## src/include/obh_pkg.sv

```systemverilog
// shared types and constants for the on-chip debug halt logic
package obh_pkg;

  localparam int PC_W          = 16;
  localparam int NUM_CMP       = 4;
  localparam int INSN_W        = 16;
  localparam logic [15:0] HALT_OPCODE = 16'hA5C3; // arbitrary encoding of the halt opcode
  localparam logic [15:0] PC_RESET    = 16'h0000;
  localparam logic        CMP_EN_RESET = 1'b0;

  typedef enum logic [1:0] {
    OBH_CMD_NONE,
    OBH_CMD_SET_CMP,
    OBH_CMD_START,
    OBH_CMD_HALT
  } obh_cmd_t;

  // probe command bundle
  typedef struct packed {
    logic              valid;
    obh_cmd_t          cmd;
    logic [1:0]        idx;
    logic              en;
    logic [PC_W-1:0]   addr;
  } obh_probe_cmd_t;

  // core fetch report
  typedef struct packed {
    logic              valid;
    logic [PC_W-1:0]   pc;
    logic [INSN_W-1:0] insn;
  } obh_fetch_t;

  typedef enum logic [1:0] {
    OBH_CAUSE_NONE,
    OBH_CAUSE_HW,
    OBH_CAUSE_SW,
    OBH_CAUSE_PROBE
  } obh_cause_t;

endpackage

```

## src/core/obh_cmp_bank.sv

```systemverilog
// bank of program counter comparators
`timescale 1ns/1ps
`default_nettype none
module obh_cmp_bank #(
  parameter int N = obh_pkg::NUM_CMP,
  parameter int W = obh_pkg::PC_W
) (
  input  wire logic         ref_clk, // core clock
  input  wire logic         nrst,    // async reset, active low
  input  wire logic         wr,      // write one comparator
  input  wire logic [1:0]   wr_idx,  // comparator index
  input  wire logic         wr_en,   // enable for that comparator
  input  wire logic [W-1:0] wr_addr, // match address
  input  wire logic [W-1:0] pc,      // pc to compare
  output logic              hit      // any enabled match
);
  logic [W-1:0] addr [N];
  logic [N-1:0] en;
  logic [N-1:0] match;

  genvar g;
  generate
    for (g = 0; g < N; g++) begin : g_cmp
      always_ff @(posedge ref_clk or negedge nrst) begin
        if (!nrst) begin
          addr[g] <= obh_pkg::PC_RESET;
          en[g]   <= obh_pkg::CMP_EN_RESET;
        end else if (wr && wr_idx == 2'(g)) begin
          addr[g] <= wr_addr;
          en[g]   <= wr_en;
        end
      end
      assign match[g] = en[g] && (addr[g] == pc);
    end
  endgenerate

  assign hit = |match;
endmodule
`default_nettype wire

```

## src/core/obh_halt_ctrl.sv

```systemverilog
// halt and resume control of the on-chip debug unit
`timescale 1ns/1ps
`default_nettype none
// Functional notes
// - In run mode the core executes freely with no action needed from the probe.
// - Stopped mode stalls only instruction execution; peripherals keep running.
// - Any enabled comparator matching the fetch pc enters stopped mode, except on the first fetch after a start command issued in stopped mode.
// - The number of comparators is a parameter of the unit.
// - Fetching the halt opcode stops execution and enters stopped mode.
// - The core stays halted until the probe issues a start command.
// - Halt opcode support is an option that can be left out.
module obh_halt_ctrl #(
  parameter int NUM_CMP  = obh_pkg::NUM_CMP,
  parameter bit SW_BREAK = 1'b1
) (
  input  wire logic                   ref_clk,   // core clock
  input  wire logic                   nrst,      // async reset, active low
  input  wire obh_pkg::obh_probe_cmd_t probe_cmd, // probe command, one-cycle valid
  input  wire obh_pkg::obh_fetch_t    fetch,     // core fetch, valid when issued
  output logic                        core_run,  // core may execute this cycle
  output logic                        halted,    // stopped mode flag for polling
  output obh_pkg::obh_cause_t         cause,     // reason of last halt
  output logic [obh_pkg::PC_W-1:0]    halt_pc    // pc at which the core stopped
);
  typedef enum logic {RUN, STOPPED} obh_state_t;
  obh_state_t state;
  logic hw_hit;
  logic sw_hit;
  logic skip;
  logic break_now;
  logic start_cmd;
  logic halt_cmd;

  // ----------------------------------------------------------------
  // break detection
  // ----------------------------------------------------------------
  obh_cmp_bank #(.N(NUM_CMP), .W(obh_pkg::PC_W)) u_cmp (
    .ref_clk (ref_clk),
    .nrst    (nrst),
    .wr      (probe_cmd.valid && probe_cmd.cmd == obh_pkg::OBH_CMD_SET_CMP),
    .wr_idx  (probe_cmd.idx),
    .wr_en   (probe_cmd.en),
    .wr_addr (probe_cmd.addr),
    .pc      (fetch.pc),
    .hit     (hw_hit)
  );

  assign sw_hit    = SW_BREAK && fetch.insn == obh_pkg::HALT_OPCODE;
  assign start_cmd = probe_cmd.valid && probe_cmd.cmd == obh_pkg::OBH_CMD_START;
  assign halt_cmd  = probe_cmd.valid && probe_cmd.cmd == obh_pkg::OBH_CMD_HALT;
  // skip suppresses the comparator on the first fetch after resume
  assign break_now = state == RUN && fetch.valid && ((hw_hit && !skip) || sw_hit);

  // ----------------------------------------------------------------
  // run / stopped state
  // ----------------------------------------------------------------
  always_ff @(posedge ref_clk or negedge nrst) begin
    if (!nrst) begin
      state <= RUN;
    end else begin
      unique case (state)
        RUN:     if (break_now || halt_cmd) state <= STOPPED;
        STOPPED: if (start_cmd) state <= RUN;
      endcase
    end
  end

  always_ff @(posedge ref_clk or negedge nrst) begin
    if (!nrst) begin
      skip <= 1'b0;
    end else if (state == STOPPED && start_cmd) begin
      skip <= 1'b1;
    end else if (fetch.valid) begin
      skip <= 1'b0;
    end
  end

  always_ff @(posedge ref_clk or negedge nrst) begin
    if (!nrst) begin
      cause   <= obh_pkg::OBH_CAUSE_NONE;
      halt_pc <= obh_pkg::PC_RESET;
    end else if (break_now) begin
      cause   <= sw_hit ? obh_pkg::OBH_CAUSE_SW : obh_pkg::OBH_CAUSE_HW;
      halt_pc <= fetch.pc;
    end else if (state == RUN && halt_cmd) begin
      cause   <= obh_pkg::OBH_CAUSE_PROBE;
      halt_pc <= fetch.pc;
    end
  end

  // only the core is gated; peripherals see no signal from here
  assign core_run = state == RUN && !break_now;
  assign halted   = state == STOPPED;

  // ----------------------------------------------------------------
  // checks
  // ----------------------------------------------------------------
  hold_stop_a: assert property (@(posedge ref_clk) disable iff (!nrst)
    halted && !start_cmd |=> halted) else $error("left stopped mode without start");
  hw_break_a: assert property (@(posedge ref_clk) disable iff (!nrst)
    !halted && fetch.valid && hw_hit && !skip |=> halted) else $error("hw match did not halt");
  sw_break_a: assert property (@(posedge ref_clk) disable iff (!nrst)
    !halted && fetch.valid && sw_hit |-> !core_run ##1 halted) else $error("halt opcode did not halt");
  resume_skip_a: assert property (@(posedge ref_clk) disable iff (!nrst)
    halted && start_cmd |=> !halted ##0 skip) else $error("resume did not arm skip");
  no_retrig_a: assert property (@(posedge ref_clk) disable iff (!nrst)
    $fell(halted) && fetch.valid && !sw_hit && !halt_cmd |=> !halted) else $error("retriggered on resume");
  stop_gate_a: assert property (@(posedge ref_clk) disable iff (!nrst)
    halted |-> !core_run) else $error("core ran while stopped");
  free_run_a: assert property (@(posedge ref_clk) disable iff (!nrst)
    !halted && !fetch.valid && !halt_cmd |-> core_run ##1 !halted) else $error("run stalled");
  sw_opt_a: assert property (@(posedge ref_clk) disable iff (!nrst)
    !SW_BREAK && !halted && !hw_hit && !halt_cmd |=> !halted) else $error("opcode halted when omitted");

  hw_cov_c: cover property (@(posedge ref_clk) disable iff (!nrst) cause == obh_pkg::OBH_CAUSE_HW && halted);
  sw_cov_c: cover property (@(posedge ref_clk) disable iff (!nrst) cause == obh_pkg::OBH_CAUSE_SW && halted);
  res_cov_c: cover property (@(posedge ref_clk) disable iff (!nrst) halted ##1 !halted ##[1:4] halted);
endmodule
`default_nettype wire

```

## config.mk

```make
export PLATFORM = sky130hd
export DESIGN_NAME = obh_halt_ctrl
export DESIGN_NICKNAME = d
export VERILOG_FILES = /design/src/include/obh_pkg.sv /design/src/core/obh_cmp_bank.sv /design/src/core/obh_halt_ctrl.sv
export SDC_FILE = /design/constraint.sdc
export NUM_CORES = 1
export LEC_CHECK = 0
export BUFFER_PORTS_ARGS = -buffer_cell sky130_fd_sc_hd__buf_2
export CAP_MARGIN = 0
export CORE_MARGIN = 4
export CORE_UTILIZATION = 51
export CTS_CLUSTER_SIZE = 8
export DETAILED_ROUTE_END_ITERATION = 16
export MAX_ROUTING_LAYER = met4
export PLACE_DENSITY = 0.75
export SYNTH_ARGS = -nofsm -noshare
export SYNTH_HDL_FRONTEND = slang
export SYNTH_SLANG_ARGS = --single-unit
```

## constraint.sdc

```tcl
create_clock -name ref_clk -period 2.7 [get_ports ref_clk]
set_clock_uncertainty 0.15 [all_clocks]
set_input_delay 0.27 -clock ref_clk [delete_from_list [all_inputs] [get_ports ref_clk]]
set_output_delay 0.27 -clock ref_clk [all_outputs]
set_load 0.05 [all_outputs]
```

==> results of run 1 <==
-- power breakdown --
part / leakage (nW) / switching, mW / internal [mW]
combinational: 1.13 / 0.791 / 0.631
clock: 0.103 / 0.454 / 0.477
sequential: 1.07 / 0.222 / 1.64
total: 2.31 / 1.47 / 2.75
-- worst register-to-register path: stages (launching register included) --
cell and delay (ns):
dfrtp_1 0.41, xor2_2 0.19, or4_4 0.56, nor4_4 0.16, a32oi_2 0.15, a311oi_2 0.25
or3_4 0.22, buf_12 0.16, mux2_4 0.30
-- repair_timing --
action / CTS / global route
hold buffers: 1 / 0
endpoints found under the setup margin: 17 / 17
hold endpoints to repair: 39 / 0
buffers inserted: 4 / 2
pin swaps: 9 / 5
resized for setup: 12 / 8
cloned: 1 / 0
-- metal layers --
layer  track usage  share of wire  up-vias
met5             -              0        -
met4        0.0624          0.013        0
met3        0.0517          0.069       10
met2         0.370           0.48       98
met1         0.301           0.44     1551
li1              -              -     1407
-- stage by stage --
step                       util  power, mW  worst slack [ns]
after detailed placement  0.597       3.24           -0.0813
after global placement    0.597       3.19          -0.00632
after global routing      0.641       4.41            -0.123
after floorplan               -       2.80            0.0934
final                     0.641       4.21            0.0271
after CTS                 0.635       4.20          -0.00750
-- worst min path at each step --
stage,start,end
after detailed placement,nrst,halt_pc[11]
after CTS,fetch[32],skip
after global routing,fetch[32],skip
final,fetch[32],skip
after global placement,nrst,u_cmp.addr[11]
after floorplan,nrst,cause[0]
-- sequential cells by signal (all words and copies together), names as in the netlist --
signal / count
halted: 1
cause: 2
u_cmp.addr: 64
skip: 1
u_cmp.en: 4
halt_pc: 16
-- final cells by class --
class,instances,share of cell area
clock buffers,13,0.0297
clock inverters,3,0.00749
inverters,2,0.00140
multi-input cells,234,0.405
flip-flops and latches,88,0.412
well taps,105,0.0246
repair buffers,103,0.120
-- Yosys cell counts, types with 2 or more instances --
cell type  number  area (um2)
nand3_1        12        60.1
nor3b_1         4        30.0
xor2_1          8        70.1
mux2_2         74         833
xnor2_1        56         490
nor4_1          5        31.3
dfrtp_1        88        2200
buf_6           3        33.8
nor3_1          5        25.0
or4_1           2        15.0
a21oi_1         2        10.0
or2_2           2        12.5
inv_1           2        7.51
or3_1           2        12.5
buf_2           7        35.0
nand2_1         7        26.3
clkbuf_1       11        41.3
mux2_4         10         150
nor2_1          8        30.0
o21ai_0         2        10.0
nand4_1        19         119
-- kinds of logic after synthesis --
kind of cell | Yosys count | synth area share
DFF | 88 | 0.498
muxes | 84 | 0.222
and+or+nand+nor | 76 | 0.103
xor gates and xnor gates | 65 | 0.130
buffers and inverters | 24 | 0.0311
AOI/OAI and AO/OA | 9 | 0.0153
==> metrics, run 1 <==
reg2reg start=u_cmp.addr[5]; Layout area overhead=20.8%; CTS tree=yes; Worst Setup End Kind=flop; Num CTS Buffers=9; clk buf depth=2; Cell Pwr Density=788 nW/um2; critical path peak fanout=8; initial DRC count=about 140; Fin Setup TNS=0 ns; Remaining DRCs=0; starting density of the core=0.530; Final Wtd Congestion=approximately 0.9; CTS Sinks=88; I/O Pins=between 70 and 80; grt ovf=0; Layout Cells excl Fill=between 500 and 600; Post-Syn Nets=403; I/O Buffers=between 70 and 80; ANT cells=0; vias in the first global route=between 3,000 and 4,000; kind of critical path=flop to flop; Tmin final=around 2.7 ns; routed length per instance=between 20 and 25 um; fmax=~370 MHz; router iterations before antenna repair=4; crit-path cells=xor2_2, or4_4, nor4_4, a32oi_2, a311oi_2, or3_4, buf_12, mux2_4; H-tree depth=3; Slew Viols, Final=0; R2R depth=8; number of flops mapped to enable cells by yosys=0; Mapped Area=4420 um2; Total GRT Usage=0.232; Multi-input gate area=about 2200 um2; Die W=a little over 100 um; Clk Tree Root Cell=clkbuf_8; Req. time, crit path=approximately 2.8 ns; startpoint types=flop; top_reg_cell synth=dfrtp_1; synth warn=0; Worst-Margin Slew=0.535 ns; CP Depth=8; Unique masters post-synth=38; sequential standard cell area=2200 um2; dpl cell area=around 5000 um2; Slowest Stage Delay on Critical Path=about 0.56 ns; max_cap viols=0; Worst Setup SP=u_cmp.addr[5]; Total Routed Length=~11 mm; core area=8340 um2; r2r setup slk=0.03 ns; Final #Nets=slightly below 500; CP bufs+invs=1; Post-Syn Instances=about 350; ys async rst share=1.00; Std-Cell Rows=33; sequential share of the synthesized area=0.498; clock latency at the later pin of the worst-skew pair=0.35 ns; Yosys reg bits=88; most frequent cells in the layout=dfrtp_1, buf_2, mux2_2; worst hold path class=primary input to flop; final hold slack=between 0.01 and 0.015 ns; DR vias/cell=5.59; design area=between 5000 and 6000 um2; # fillers=~650; most common cell after layout, fill and taps aside=dfrtp_1; post-route ant nets=0; Avg Cell Area, Syn=approximately 13 um2; Max VDD drop=0.430 mV; setup violators final=0; P_leak=~2.3 nW; Post-DP HPWL=about 8 mm; Arr. time, crit path=roughly 2.8 ns; initial antenna violation count=0; hold depth=2; period utilization=0.990; dpl cells=about 520; CP max-delay cell=or4_4; largest net degree at the start of global routing=50; RSZ-0062 raised after global routing=yes; DR vias=slightly above 3,000; share of cells above drive strength 1=0.485; global-route wire length before repair=17.3 mm; CTS clk-pin slew, worst paths=around 0.080 ns; Max-slew headroom=0.644; CP endpoint=halt_pc[6]; total die area=between 10,000 and 15,000 um2; status=complete, no violations; Final Hold Fails=0; reg2reg end=halt_pc[6]; die height=101 um; Crit path max-delay family=simple AND/OR/NAND/NOR gates
No activity file was read; power rests on OpenSTA's default activity.
==> run 2: changes to the inputs <==
--- a/config.mk
+++ b/config.mk
@@ -6,13 +6,14 @@
 export NUM_CORES = 1
 export LEC_CHECK = 0
 export BUFFER_PORTS_ARGS = -buffer_cell sky130_fd_sc_hd__buf_2
-export CAP_MARGIN = 0
+export CAP_MARGIN = 25
 export CORE_MARGIN = 4
-export CORE_UTILIZATION = 51
+export CORE_UTILIZATION = 52
+export CTS_BUF_LIST = sky130_fd_sc_hd__clkbuf_4
 export CTS_CLUSTER_SIZE = 8
 export DETAILED_ROUTE_END_ITERATION = 16
 export MAX_ROUTING_LAYER = met4
-export PLACE_DENSITY = 0.75
+export PLACE_DENSITY = 0.76
 export SYNTH_ARGS = -nofsm -noshare
 export SYNTH_HDL_FRONTEND = slang
 export SYNTH_SLANG_ARGS = --single-unit
==> metrics, run 2 (synthesis results as in run 1) <==
CP max-delay cell=or4_4; total power=3.88 mW (-7.9%); Worst-Margin Slew=0.550 ns (+0.0153 ns); Die W=100 um (-0.89%); Max-slew headroom=0.633 (-0.0102); fmax=365 MHz (-2.3%); Tmin final=2.74 ns (+0.0642 ns); post-route ant nets=0 (unchanged); met1 usage=0.286 (-0.0157); core area=8260 um2 (-0.99%); critical path peak fanout=8 (unchanged); Largest regs=u_cmp.addr (64), halt_pc (16), u_cmp.en (4); P_leak=2.31 nW (about the same); Total Routed Length=10.7 mm (-3.3%); Crit path max-delay family=simple AND/OR/NAND/NOR gates; Arr. time, crit path=2.90 ns (+0.14 ns); Num CTS Buffers=9 (unchanged); kind of critical path=flop to flop; CTS Sinks=88 (unchanged); Total GRT Usage=0.232 (about the same); ANT cells=0 (unchanged); CP endpoint=halt_pc[13]; Final Hold Fails=0 (unchanged); worst hold path class=primary input to flop; reg2reg start=u_cmp.addr[5]; largest net degree at the start of global routing=47 (-6.0%); Worst Setup End Kind=flop; Largest Register=u_cmp.addr; Clk Tree Root Cell=clkbuf_4; die height=100 um (-0.89%); RSZ-0062 raised after global routing=yes; Layout area overhead=22.2%; reg2reg end=halt_pc[13]; CTS tree=yes; clk buf depth=2 (unchanged); hold depth=2 (unchanged); vias in the first global route=3,329 (+2.8%); initial DRC count=101 (-25%); Final #Nets=511 (+3.2%); total die area=10,000 um2 (-1.8%); dpl cell area=4920 um2 (-1.2%); startpoint types=flop; Max VDD drop=0.441 mV (+2.6%); failing checks=negative setup slack; r2r setup slk=-0.04 ns (-0.06 ns); max_cap viols=0 (unchanged); initial antenna violation count=0 (unchanged); met3 Use GR=0.0646 (+0.0130); CP Depth=8 (unchanged); max FFs per register=64 (unchanged); Place WS=-0.0781 ns (+0.00317 ns); DR vias=3,127 (+2.0%); period utilization=1.01 (+0.0238); Slew Viols, Final=0 (unchanged); CP bufs+invs=1 (unchanged); CTS clk-pin slew, worst paths=0.14 ns (+0.06 ns); I/O Pins=77 (unchanged); global-route wire length before repair=17.2 mm (-0.95%); Slowest Stage Delay on Critical Path=0.52 ns (-0.04 ns); Final Wtd Congestion=0.923 (-0.44%); share of cells above drive strength 1=0.455 (-0.0300); router iterations before antenna repair=4 (unchanged); most common cell after layout, fill and taps aside=dfrtp_1; crit-path cells=xor2_2, or4_4, nor4_2, a32oi_1, a311oi_2, or3_4, buf_12, mux2_4; Fin Setup TNS=-0.291 ns (-0.291 ns); Std-Cell Rows=33 (unchanged); worst setup margin=-0.0372 ns (-0.0642 ns); GR peak layer=met2; status=complete, but fails checks; starting density of the core=0.536 (+0.00530); routed length per instance=19.0 um (-6.1%); DR vias/cell=5.54 (-0.90%); design area=5410 um2 (+1.1%); H-tree depth=3 (unchanged); grt ovf=0 (unchanged); Remaining DRCs=0 (unchanged); I/O Buffers=76 (unchanged); clock latency at the later pin of the worst-skew pair=0.42 ns (+0.07 ns); most frequent cells in the layout=dfrtp_1, buf_2, mux2_2; final hold slack=0.0306 ns (+0.0187 ns); Cell Pwr Density=718 nW/um2 (-8.9%); R2R depth=8 (unchanged); Req. time, crit path=2.86 ns (+0.08 ns); Post-DP HPWL=7.96 mm (-2.5%); Worst Setup SP=u_cmp.addr[5]; setup violators final=17 (+17); met2 usage in global routing=0.373 (+0.00236)
-- run 2: area by class of cell --
class	instances	area (um2)
clock buffers	10	75.1
clock inverters	6	36.3
fillers	662	2850
inverters	2	7.51
multi-input cells	234	2150
flip-flops and latches	88	2200
well taps	105	131
repair buffers	119	805
-- run 2: metal layers --
metal / part of all wire / up-vias
met2: 0.49 / 111
met1: 0.43 / 1552
li1: - / 1446
met5: 0 / -
met3: 0.071 / 18
met4: 0.019 / 0
-- run 2: how the worst min path moves through the flow --
| stage | startpoint | to | slack [ns] |
|---|---|---|---|
| after floorplan | nrst | cause[0] | -0.18 |
| after global placement | nrst | u_cmp.addr[29] | 0.14 |
| after detailed placement | nrst | u_cmp.addr[29] | 0.14 |
| after CTS | fetch[22] | halt_pc[6] | 0.001 |
| after global routing | fetch[22] | halt_pc[6] | 0.005 |
| final | fetch[20] | halt_pc[4] | 0.03 |
-- run 2: repair_timing --
action                                  in CTS  in global routing
hold endpoints to repair                   113                  0
buffers inserted                             6                  2
pin swaps                                    5                  4
hold buffers                                22                  0
resized for setup                           20                  3
endpoints found under the setup margin      16                 17
-- run 2: report_power, final --
part | internal [mW] | total, mW | switching, mW
Clock | 0.194 | 0.623 | 0.429
Combinational | 0.625 | 1.40 | 0.776
Sequential | 1.64 | 1.86 | 0.221
-- run 2: metrics by stage --
stage           util  std cells
3_3_place_gp   0.596        518
5_1_grt        0.655        564
6_report       0.655        564
2_1_floorplan      -        346
4_1_cts        0.651        562
3_5_place_dp   0.596        518
